--- config.mk ---
export PLATFORM = sky130hd
export DESIGN_NAME = mc_select_top
export DESIGN_NICKNAME = d
export VERILOG_FILES = /design/src/rtl/mc_pkg.sv /design/src/rtl/sel_if.sv /design/src/rtl/chan_select.sv /design/src/rtl/mc_select_top.sv
export SDC_FILE = /design/constraint.sdc
export NUM_CORES = 1
export LEC_CHECK = 0
export ABC_CLOCK_PERIOD_IN_PS = 2800
export BUFFER_PORTS_ARGS = -buffer_cell sky130_fd_sc_hd__buf_4
export CAP_MARGIN = 10
export CORE_ASPECT_RATIO = 0.6
export CORE_UTILIZATION = 40
export CTS_CLUSTER_SIZE = 30
export DETAILED_ROUTE_END_ITERATION = 7
export PLACE_DENSITY = 0.6
export SLEW_MARGIN = 40
export SYNTH_ARGS = -nofsm -noshare
export SYNTH_HDL_FRONTEND = slang
export SYNTH_SLANG_ARGS = --single-unit
--- constraint.sdc ---
create_clock -name clk_i -period 2.8 [get_ports clk_i]
set_input_delay 0.56 -clock clk_i [delete_from_list [all_inputs] [get_ports clk_i]]
set_output_delay 0.56 -clock clk_i [all_outputs]
set_load 0.05 [all_outputs]
--- src/rtl/mc_pkg.sv ---
// Constants for the multichannel element selection block.
// Assumes a 32-bit Avalon-MM slave with byte addresses.
package mc_pkg;

    // ****************************************
    // Register map
    // ****************************************
    localparam int ADDR_W = 5;
    localparam logic [4:0] OFS_PORT = 5'h00;
    localparam logic [4:0] OFS_MCR = 5'h04;
    localparam logic [4:0] OFS_RXEN = 5'h08;
    localparam logic [4:0] OFS_TXEN = 5'h0C;
    localparam logic [4:0] OFS_TXBUF = 5'h10;
    localparam logic [4:0] OFS_RXDATA = 5'h14;
    localparam logic [4:0] OFS_FRAME = 5'h18;
    localparam logic [1:0] RESP_OK = 2'h0;
    localparam logic [1:0] RESP_SLVERR = 2'h2;

    // ****************************************
    // Field positions
    // ****************************************
    localparam int P_RXIM = 0;
    localparam int P_TXIM = 4;
    localparam int P_RXRUN = 16;
    localparam int P_TXRUN = 17;
    localparam int P_RXRDY = 24;
    localparam int P_TXRDY = 25;
    localparam int P_TXEMP = 26;
    localparam int P_RXMC = 0;
    localparam int P_RXCUR = 2;
    localparam int P_RXPA = 5;
    localparam int P_RXPB = 7;
    localparam int P_TXMODE = 16;
    localparam int P_TXCUR = 18;
    localparam int P_TXPA = 21;
    localparam int P_TXPB = 23;
    localparam int P_FLEN = 0;
    localparam int P_WLEN = 8;

    // ****************************************
    // Frame geometry and timing
    // ****************************************
    localparam int ELEM_W = 7;
    localparam int SUBF_LSB = 4;
    localparam int SUBF_W = 3;
    localparam logic [3:0] LAST_IN_SUBF = 4'hF;
    localparam logic [6:0] SUB_ELEMS = 7'h10;
    localparam logic [4:0] WORD_MSB = 5'h1F;
    localparam logic [1:0] IRQ_PULSE = 2'h2;

    // ****************************************
    // Modes
    // ****************************************
    localparam logic [1:0] TXM_ALL = 2'h0;
    localparam logic [1:0] TXM_SEL = 2'h1;
    localparam logic [1:0] TXM_MASK = 2'h2;
    localparam logic [1:0] TXM_SYM = 2'h3;
    localparam logic [1:0] IM_ELEM = 2'h0;
    localparam logic [1:0] IM_SUBF = 2'h1;

    typedef enum logic {FR_IDLE, FR_ACTIVE} frame_t;

endpackage : mc_pkg

--- src/rtl/sel_if.sv ---
// Carrier between the sequencer and an element selection decoder.
// Assumes the sequencer drives the element index and the selection setup.
interface sel_if;
    logic [6:0] elem;
    logic [1:0] blk_a;
    logic [1:0] blk_b;
    logic [31:0] en;
    logic sel;
    logic [2:0] cur_blk;
    modport user (output elem, blk_a, blk_b, en, input sel, cur_blk);
    modport dec (input elem, blk_a, blk_b, en, output sel, cur_blk);
endinterface : sel_if

--- src/rtl/chan_select.sv ---
// Decides whether one frame element is selected by the partition blocks.
// Assumes enables hold partition A in the low half, partition B above.
module chan_select (
    // Selection carrier
    sel_if.dec s
);

    function automatic logic [2:0] subframe_of(input logic [6:0] e);
        return e[mc_pkg::SUBF_LSB +: mc_pkg::SUBF_W];
    endfunction : subframe_of

    logic [2:0] sf;
    logic odd;
    logic match;

    always_comb begin
        sf = subframe_of(s.elem);
        odd = sf[0];
        // Even subframes go to A, odd to B; block k covers subframe 2k+odd
        match = odd ? (sf[2:1] == s.blk_b) : (sf[2:1] == s.blk_a);
        s.sel = match & s.en[{odd, s.elem[3:0]}];
        s.cur_blk = sf;
    end

endmodule : chan_select

--- src/rtl/mc_select_top.sv ---
// Multichannel element selection for a TDM serial port, Avalon-MM slave.
// Assumes bit clock, frame sync and receive data arrive asynchronously.
//
// The register offsets and register access over Avalon-MM are this design's own decisions.
module mc_select_top (
    // Clock and reset
    input wire logic clk_i,
    input wire logic arst_n_i,
    // Avalon-MM slave
    input wire logic [4:0] avs_address_i,
    input wire logic avs_read_i,
    input wire logic avs_write_i,
    input wire logic [31:0] avs_writedata_i,
    input wire logic [3:0] avs_byteenable_i,
    output logic [31:0] avs_readdata_o,
    output logic [1:0] avs_response_o,
    output logic avs_waitrequest_o,
    // Serial link
    input wire logic bit_clk_i,
    input wire logic frame_sync_i,
    input wire logic rx_data_pin_i,
    output logic tx_data_pin_o,
    output logic tx_data_pin_oe_o,
    // Events
    output logic rx_interrupt_o,
    output logic tx_interrupt_o
);

    typedef struct packed {
        logic sclk1;
        logic sclk2;
        logic sclk3;
        logic fs1;
        logic fs2;
        logic rxd1;
        logic rxd2;
        mc_pkg::frame_t fr;
        logic [6:0] elem;
        logic [4:0] bitc;
        logic [31:0] rx_sh;
        logic [31:0] tx_sh;
        logic tx_drv;
        logic rx_take;
        logic rx_run;
        logic tx_run;
        logic [1:0] rx_im;
        logic [1:0] tx_im;
        logic rx_mc;
        logic [1:0] rx_pa;
        logic [1:0] rx_pb;
        logic [1:0] tx_mode;
        logic [1:0] tx_pa;
        logic [1:0] tx_pb;
        logic [31:0] rx_en;
        logic [31:0] tx_en;
        logic [31:0] tx_buf;
        logic [31:0] rx_dat;
        logic [6:0] flen;
        logic [4:0] wlen;
        logic rx_rdy;
        logic tx_rdy;
        logic tx_emp;
        logic [1:0] rx_ic;
        logic [1:0] tx_ic;
        logic ack;
        logic [31:0] rdata;
        logic [1:0] resp;
    } state_t;

    state_t st_r;
    state_t st_nxt;

    function automatic logic [31:0] merge(input logic [31:0] old, input logic [31:0] wd,
                                          input logic [3:0] be);
        logic [31:0] r;
        r = old;
        for (int i = 0; i < 4; i++) begin
            if (be[i]) begin
                r[i*8 +: 8] = wd[i*8 +: 8];
            end
        end
        return r;
    endfunction : merge

    // ****************************************
    // Element sequencing terms
    // ****************************************
    logic rise;
    logic fs_start;
    logic elem_end;
    logic last_elem;
    logic start_ev;
    logic [6:0] nidx;
    logic acc;
    logic wr_done;
    logic rd_done;
    logic lock_rx;
    logic lock_tx;
    logic tx_copy;
    logic [31:0] rb;
    logic [31:0] w;
    logic [31:0] rx_new;

    sel_if rx_s ();
    sel_if tx_s ();

    assign rise = st_r.sclk2 & ~st_r.sclk3;
    assign fs_start = rise & st_r.fs2 & (st_r.rx_run | st_r.tx_run);
    assign elem_end = rise & (st_r.fr == mc_pkg::FR_ACTIVE) & (st_r.bitc == st_r.wlen);
    assign last_elem = st_r.elem == st_r.flen;
    assign start_ev = fs_start | (elem_end & ~last_elem);
    assign nidx = fs_start ? '0 : 7'(st_r.elem + 7'h01);
    assign acc = (avs_read_i | avs_write_i) & ~st_r.ack;
    assign wr_done = avs_write_i & st_r.ack;
    assign rd_done = avs_read_i & st_r.ack;
    // Frames of one subframe always address the current block
    assign lock_rx = st_r.rx_run & (st_r.flen < mc_pkg::SUB_ELEMS);
    assign lock_tx = st_r.tx_run & (st_r.flen < mc_pkg::SUB_ELEMS);

    // ****************************************
    // Selection decoders
    // ****************************************
    assign rx_s.elem = nidx;
    assign rx_s.blk_a = st_r.rx_pa;
    assign rx_s.blk_b = st_r.rx_pb;
    assign rx_s.en = st_r.rx_en;
    assign tx_s.elem = nidx;
    assign tx_s.blk_a = (st_r.tx_mode == mc_pkg::TXM_SYM) ? st_r.rx_pa : st_r.tx_pa;
    assign tx_s.blk_b = (st_r.tx_mode == mc_pkg::TXM_SYM) ? st_r.rx_pb : st_r.tx_pb;
    assign tx_s.en = st_r.tx_en;

    chan_select u_rx_sel (
        .s(rx_s)
    );

    chan_select u_tx_sel (
        .s(tx_s)
    );

    always_comb begin
        case (st_r.tx_mode)
            mc_pkg::TXM_ALL: tx_copy = 1'b1;
            mc_pkg::TXM_SEL: tx_copy = tx_s.sel;
            mc_pkg::TXM_MASK: tx_copy = 1'b1;
            mc_pkg::TXM_SYM: tx_copy = rx_s.sel;
            default: tx_copy = 1'b1;
        endcase
    end

    // ****************************************
    // Register readback
    // ****************************************
    always_comb begin
        rb = '0;
        case (avs_address_i)
            mc_pkg::OFS_PORT: begin
                rb[mc_pkg::P_RXIM +: 2] = st_r.rx_im;
                rb[mc_pkg::P_TXIM +: 2] = st_r.tx_im;
                rb[mc_pkg::P_RXRUN] = st_r.rx_run;
                rb[mc_pkg::P_TXRUN] = st_r.tx_run;
                rb[mc_pkg::P_RXRDY] = st_r.rx_rdy;
                rb[mc_pkg::P_TXRDY] = st_r.tx_rdy;
                rb[mc_pkg::P_TXEMP] = st_r.tx_emp;
            end
            mc_pkg::OFS_MCR: begin
                rb[mc_pkg::P_RXMC] = st_r.rx_mc;
                rb[mc_pkg::P_RXPA +: 2] = st_r.rx_pa;
                rb[mc_pkg::P_RXPB +: 2] = st_r.rx_pb;
                rb[mc_pkg::P_TXMODE +: 2] = st_r.tx_mode;
                rb[mc_pkg::P_TXPA +: 2] = st_r.tx_pa;
                rb[mc_pkg::P_TXPB +: 2] = st_r.tx_pb;
                if (st_r.rx_run) begin
                    rb[mc_pkg::P_RXCUR +: 3] = st_r.elem[mc_pkg::SUBF_LSB +: 3];
                end
                if (st_r.tx_run) begin
                    rb[mc_pkg::P_TXCUR +: 3] = st_r.elem[mc_pkg::SUBF_LSB +: 3];
                end
            end
            mc_pkg::OFS_RXEN: rb = st_r.rx_en;
            mc_pkg::OFS_TXEN: rb = st_r.tx_en;
            mc_pkg::OFS_TXBUF: rb = st_r.tx_buf;
            mc_pkg::OFS_RXDATA: rb = st_r.rx_dat;
            mc_pkg::OFS_FRAME: begin
                rb[mc_pkg::P_FLEN +: 7] = st_r.flen;
                rb[mc_pkg::P_WLEN +: 5] = st_r.wlen;
            end
            default: rb = '0;
        endcase
        w = merge(rb, avs_writedata_i, avs_byteenable_i);
    end

    // ****************************************
    // Next state
    // ****************************************
    always_comb begin
        st_nxt = st_r;
        st_nxt.sclk1 = bit_clk_i;
        st_nxt.sclk2 = st_r.sclk1;
        st_nxt.sclk3 = st_r.sclk2;
        st_nxt.fs1 = frame_sync_i;
        st_nxt.fs2 = st_r.fs1;
        st_nxt.rxd1 = rx_data_pin_i;
        st_nxt.rxd2 = st_r.rxd1;
        rx_new = {st_r.rx_sh[30:0], st_r.rxd2};

        // Bus slave: one wait cycle, effects at the completing edge
        st_nxt.ack = acc;
        if (acc) begin
            st_nxt.rdata = rb;
            st_nxt.resp = (avs_address_i > mc_pkg::OFS_FRAME || avs_address_i[1:0] != 2'h0) ?
                          mc_pkg::RESP_SLVERR : mc_pkg::RESP_OK;
        end
        if (rd_done && avs_address_i == mc_pkg::OFS_RXDATA) begin
            st_nxt.rx_rdy = 1'b0;
        end
        if (wr_done) begin
            case (avs_address_i)
                mc_pkg::OFS_PORT: begin
                    st_nxt.rx_im = w[mc_pkg::P_RXIM +: 2];
                    st_nxt.tx_im = w[mc_pkg::P_TXIM +: 2];
                    st_nxt.rx_run = w[mc_pkg::P_RXRUN];
                    st_nxt.tx_run = w[mc_pkg::P_TXRUN];
                end
                mc_pkg::OFS_MCR: begin
                    st_nxt.rx_mc = w[mc_pkg::P_RXMC];
                    st_nxt.tx_mode = w[mc_pkg::P_TXMODE +: 2];
                    if (!lock_rx) begin
                        st_nxt.rx_pa = w[mc_pkg::P_RXPA +: 2];
                        st_nxt.rx_pb = w[mc_pkg::P_RXPB +: 2];
                    end
                    if (!lock_tx) begin
                        st_nxt.tx_pa = w[mc_pkg::P_TXPA +: 2];
                        st_nxt.tx_pb = w[mc_pkg::P_TXPB +: 2];
                    end
                end
                mc_pkg::OFS_RXEN: if (!lock_rx) st_nxt.rx_en = w;
                mc_pkg::OFS_TXEN: if (!lock_tx) st_nxt.tx_en = w;
                mc_pkg::OFS_TXBUF: begin
                    st_nxt.tx_buf = w;
                    st_nxt.tx_rdy = 1'b0;
                    st_nxt.tx_emp = 1'b0;
                end
                mc_pkg::OFS_FRAME: begin
                    st_nxt.flen = w[mc_pkg::P_FLEN +: 7];
                    st_nxt.wlen = w[mc_pkg::P_WLEN +: 5];
                end
                default: st_nxt.ack = st_nxt.ack;
            endcase
        end

        if (st_r.rx_ic != '0) st_nxt.rx_ic = st_r.rx_ic - 2'h1;
        if (st_r.tx_ic != '0) st_nxt.tx_ic = st_r.tx_ic - 2'h1;

        // Bit timing on the rising bit clock edge
        if (rise && st_r.fr == mc_pkg::FR_ACTIVE) begin
            st_nxt.rx_sh = rx_new;
            st_nxt.tx_sh = {st_r.tx_sh[30:0], 1'b0};
            st_nxt.bitc = 5'(st_r.bitc + 5'h01);
        end
        if (elem_end) begin
            st_nxt.bitc = '0;
            if (st_r.rx_run && st_r.rx_take) begin
                st_nxt.rx_dat = rx_new & ({32{1'b1}} >> (mc_pkg::WORD_MSB - st_r.wlen));
                st_nxt.rx_rdy = 1'b1;
                if (st_r.rx_im == mc_pkg::IM_ELEM) st_nxt.rx_ic = mc_pkg::IRQ_PULSE;
            end
            if (st_r.elem[3:0] == mc_pkg::LAST_IN_SUBF || last_elem) begin
                if (st_r.rx_run && st_r.rx_mc && st_r.rx_im == mc_pkg::IM_SUBF) begin
                    st_nxt.rx_ic = mc_pkg::IRQ_PULSE;
                end
                if (st_r.tx_run && st_r.tx_mode != mc_pkg::TXM_ALL
                    && st_r.tx_im == mc_pkg::IM_SUBF) begin
                    st_nxt.tx_ic = mc_pkg::IRQ_PULSE;
                end
            end
            if (last_elem) begin
                st_nxt.fr = mc_pkg::FR_IDLE;
                st_nxt.tx_drv = 1'b0;
            end else begin
                st_nxt.elem = nidx;
            end
        end
        if (fs_start) begin
            st_nxt.fr = mc_pkg::FR_ACTIVE;
            st_nxt.elem = '0;
            st_nxt.bitc = '0;
        end

        // Element start: copy and drive decisions for element nidx
        if (start_ev) begin
            st_nxt.rx_take = ~st_r.rx_mc | rx_s.sel;
            st_nxt.tx_drv = st_r.tx_run
                            & ((st_r.tx_mode == mc_pkg::TXM_ALL) | tx_s.sel);
            if (st_r.tx_run && tx_copy) begin
                st_nxt.tx_sh = st_r.tx_buf << (mc_pkg::WORD_MSB - st_r.wlen);
                if (st_r.tx_rdy) st_nxt.tx_emp = 1'b1;
                st_nxt.tx_rdy = 1'b1;
                if (st_r.tx_im == mc_pkg::IM_ELEM) st_nxt.tx_ic = mc_pkg::IRQ_PULSE;
            end
        end
        if (!st_r.tx_run) begin
            st_nxt.tx_drv = 1'b0;
            st_nxt.tx_rdy = 1'b1;
            st_nxt.tx_emp = 1'b1;
        end
        if (!st_r.rx_run && !st_r.tx_run) st_nxt.fr = mc_pkg::FR_IDLE;
    end

    always_ff @(posedge clk_i or negedge arst_n_i) begin
        if (!arst_n_i) begin
            st_r <= '0;
        end else begin
            st_r <= st_nxt;
        end
    end

    // ****************************************
    // Outputs
    // ****************************************
    assign avs_waitrequest_o = (avs_read_i | avs_write_i) & ~st_r.ack;
    assign avs_readdata_o = st_r.rdata;
    assign avs_response_o = st_r.resp;
    assign tx_data_pin_o = st_r.tx_sh[mc_pkg::WORD_MSB];
    assign tx_data_pin_oe_o = st_r.tx_drv & (st_r.fr == mc_pkg::FR_ACTIVE);
    assign rx_interrupt_o = st_r.rx_ic != '0;
    assign tx_interrupt_o = st_r.tx_ic != '0;
endmodule : mc_select_top

# Word level (Yosys, flattened, before mapping)
# Index checks and enable logic that the tools add are counted.
[classes]
addsub = 5
magnitude_cmp = 3
n_eq_ne = 21
shift = 2
mux = 61
n_bitwise = 27
reduce_logical = 38
[ops]
columns = ["cell", "count"]
rows = [
  ["2-to-1 mux 69 bit", 1],
  ["2-to-1 mux 2 bit", 17],
  ["2-to-1 mux 34 bit", 1],
  ["AND 32 bit", 1],
  ["2-to-1 mux 32 bit", 1],
  ["2-to-1 mux 8 bit", 4],
  ["left shift 32 x 5 -> 32 bit", 1],
  ["right shift 32 x 5 -> 32 bit (first input constant)", 1],
  ["case mux 6 bit (5 select lines)", 1],
  ["2-to-1 mux 13 bit", 2],
  ["case mux 1 bit (6 select lines)", 4],
  ["case mux 2 bit (6 select lines)", 2],
  ["case mux 4 bit (5 select lines)", 1],
  ["case mux 5 bit (4 select lines)", 1],
  ["AND reduction 2 bit", 8],
  ["AND 1 bit", 15],
  ["equality test 5 bit (second input constant)", 3],
  ["2-to-1 mux 7 bit", 2],
  ["case mux 2 bit (7 select lines)", 1],
  ["2-to-1 mux 1 bit", 12],
  ["case mux 3 bit (4 select lines)", 1],
  ["AND reduction 3 bit", 4],
  ["binary-select mux 1 bit (select 5 bit)", 2],
  ["equality test 5 x 4 -> 1 bit (second input constant)", 2],
  ["other kinds (32)", 69],
]
[totals]
register_bits = 285
input_bits = 48
output_inout_bits = 39
elab_cells = 195

# Longest topological paths before layout
[logic_depth]
depth_word = 13
depth_mapped = 13
depth_no_buf = 9

# By module
# From an unflattened synthesis, not the netlist that was laid out.
[hier_totals]
cells_unflattened = 1564
hier_area_um2 = 15327.2
[by_module_without_submodules]
columns = ["module", "instances", "cells_per_inst", "area_each_um2", "seq_area_each_um2"]
rows = [
  ["mc_select_top", 1, 1506, 14609.0, 7081.8],
  ["chan_select", 2, 29, 359.1, 0.0],
]

# Worst setup path after synthesis
# No wires, ideal clock.
[synth_path]
path_type = "register to register"
start = "reg st_r[271] in the netlist's numbering"
end = "reg st_r[213] in the netlist's numbering"
setup_ns = 0.128
t_arrival_ns = 2.719
required_time_ns = 2.672
path_slack_ns = -0.046
path_stages_with_launch = 11
n_path_buf = 1
period_less_slack_ns = 2.846
path_cell_list = "dfrtp_1 > ha_1 > and3_1 > buf_2 > xnor2_2 > nor2_1 > a221oi_1 > nand4b_1 > o22a_1 > a21oi_4 > mux2_1"
[synth_lines]
columns = ["element", "line_no", "text"]
rows = [
  ["from (decl)", "mc_select_top.sv:70", "state_t st_r;"],
  ["from (signal assigned)", "mc_select_top.sv:313", "st_r <= st_nxt;"],
]

==> impl_metrics.ini <==
[run_status]
outcome = complete, but fails checks
violations = DRC, setup timing

[clock_network]
cts_num_sinks = 283
cts_buffer_depth = 3
cts_root_buffer = clkbuf_16
cts.clk_slew.worst_paths_ns = 0.07
cts_tree = built
cts_buffers = 28
htree_levels = 1
insertion_delay_ns = 0.58

[routing]
via_count = 12853
drcViolationCount = 1
avgRoutedWirePerCell_um = 24.38
avgViaCountPerCell = 5.769
dr.pass1.iters = 8
postRouteAntennaNets = 0
finalWirelength_mm = 54.32
drt-initial-drc-count = 1450

[finish]
final_area_um2 = 18600
area_delta_synth_final_pct = 19.26
drive_gt1_frac = 0.2770
final_cell_mix = nand2_1 (348), dfrtp_1 (282), buf_4 (211)
diodes = 0
layout_commonest_cell = nand2_1
finalNetCount = 1744
fillers = 3530
fin_cells = 2228

[floorplanning]
die_area_um2 = 39810
die_x_um = 256.9
pin_count = 87
coreArea_um2 = 38060
start_util = 0.4098
die_h_um = 154.9
row_count = 55

[grt]
antenna_found_initial = 0
groute.usage.overall = 0.2740
grt_overflow = 0
grt_start_max_net_pins = 89
grt_pass1_vias = 12345
grt_first_pass_wirelength_mm = 81.63

[logic_synthesis]
synthFlopType = dfrtp_1
synth_seq_cells = 283
ys_types = 78
synthTopCellsByArea = dfrtp_1 (45%), mux2_2 (9.5%), nand2_1 (8.4%)
async_flop_share = 1.000
avgSynthCellArea_um2 = 9.908
seq_area_frac_synth = 0.4541
synth_enable_flop_cells = 0
synth_nets = 1624
yosysWarnings = 0
synth_top_area_cell = dfrtp_1
synth_area_um2 = 15590
syn-instance-count = 1574
synth_top_area_frac = 0.4541

[placement]
dp_hpwl_mm = 41.07
placedInstanceArea_um2 = 17380
gp_congestion = 1.006
portBuffers = 85
place_inst = 2164
place_ws_ns = -0.3562

[timing]
final.setup.tns_ns = -5.354
max_freq_mhz = 335.3
finalClockSkew_ns = 0.03032
fin_crit_sh = 1.065
rsz0062_at_grt = true
slew_headroom = 0.4858
setup_ws_ns = -0.1827
tightest_slew_ns = 0.7671
finalSetupViolations = 37
fin_crit_ns = 2.983
slew_viol_final = 0
hold_viol_final = 0

[setup_path]
crit_type = reg -> reg
critPathRequiredTime_ns = 3.24
crit_fanout = 8
worst_r2r_path_depth = 12
endpoint = st_r[224]
reg2reg_from = st_r[270]
cp-startpoint = st_r[270]
end_kind = flop
arrival_ns = 3.43
r2r_end = st_r[224]
reg2reg_slack_ns = -0.18
cp-start-kind = flop

[hold_path]
hp-class = in -> reg

[power_and_ir_drop]
p_leak_nw = 8.562
power_density_nw_per_um2 = 534.3
ir_worst_vdd_v = 0.0003375
total_power_w = 0.009937

[job]
maxCapViolCount = 0
## worst min path at each step
stage                             start                 to  slack, ns  cells past startpoint
after detailed placement    st_nxt[283]        st_nxt[282]       0.34                      0
after floorplan                arst_n_i  avs_readdata_o[0]       0.26                      0
final                      frame_sync_i        st_nxt[280]       0.09                      1
after global routing      rx_data_pin_i        st_nxt[278]       0.08                      1
after global placement      st_nxt[283]        st_nxt[282]       0.33                      0
after CTS                      arst_n_i          st_r[271]       0.06                      1
## worst max-delay path, stage by stage, from the launching register on
cell and delay (ns):
dfrtp_1 0.43, ha_4 0.24, xor2_2 0.20, buf_12 0.16, mux4_2 0.51, nand2_1 0.08
o211ai_1 0.12, a32oi_2 0.31, o22a_2 0.26, a21oi_4 0.07, buf_12 0.15, clkbuf_16 0.17
mux2i_1 0.12
## kinds of logic after synthesis
logic type | after synthesis | synth area share
AND/OR/NAND/NOR | 508 | 0.1389
AO/OA/AOI/OAI | 307 | 0.1275
flip-flops | 283 | 0.4541
multiplexers | 279 | 0.2079
buffers and inverters | 167 | 0.05271
XOR/XNOR | 27 | 0.01709
adder cells (fa/ha/maj) | 2 | 0.001604
other | 1 | 0.0002405
## synthesized netlist by cell type (6+ instances only)
master,n
nand2_1,348
dfrtp_1,283
mux2_2,132
o21ai_0,129
mux2i_1,124
clkbuf_1,69
nor2_1,51
a21oi_1,39
buf_4,37
nand3_1,25
buf_2,21
inv_1,20
mux4_2,20
a222oi_1,17
a22oi_1,17
nor3_1,16
o211ai_1,16
buf_1,15
xnor2_1,13
and3_1,11
a31oi_1,10
xor2_1,10
a211oi_1,9
or3_1,9
and2_1,8
nor2b_1,8
a221oi_1,7
a32oi_1,7
a221o_1,6
## cell type report
class,instances,area [um^2],area share
Multi-Input combinational cell,1124,7816,0.4203
Sequential cell,283,7083,0.3809
Timing Repair Buffer,235,2029,0.1091
Clock buffer,41,829.5,0.04460
Tap cell,513,641.9,0.03451
Clock inverter,10,115.1,0.006189
Inverter,22,82.58,0.004440
## through the flow
step                      hold WS, ns  utilization
final                         0.09226       0.4887
after floorplan                0.2644            -
after detailed placement       0.3362       0.4567
after global routing          0.08073       0.4887
after global placement         0.3335       0.4566
after CTS                     0.06004       0.4861
## layer usage
metal  vias to the layer above  global-route usage  part of all wire
li1                       5817                   -                 -
met1                      6331              0.4170              0.48
met2                       634              0.3501              0.37
met3                        69              0.1199              0.13
met4                         2             0.05045             0.019
met5                         -            0.009662           0.00096
## state kept, by name, summed over array words and instances (netlist names), 2 cells and up
name,flops
avs_readdata_o,32
rx_s.en,32
tx_s.en,32
rx_s.blk_a,2
st_nxt,4
st_r,145
rx_s.blk_b,2
rx_new,32
## power by group
group	internal [W]	total [W]	switching, W	leakage (nW)
logic	0.000617	0.00151	0.000888	4.21
clock network	0.00223	0.00390	0.00167	0.471
registers	0.00427	0.00453	0.000253	3.88
total	0.00712	0.00994	0.00281	8.56
## repair_timing
| action | 4_1_cts | 5_1_grt |
|---|---|---|
| setup buffers | 9 | 2 |
| gates resized for setup | 20 | 7 |
| cloned | 0 | 1 |
| endpoints found under the hold margin | 0 | 20 |
| setup endpoints to repair | 37 | 37 |
| pin swaps | 11 | 9 |
| hold buffers | 0 | 1 |
Power figures use the tool's default switching activity.
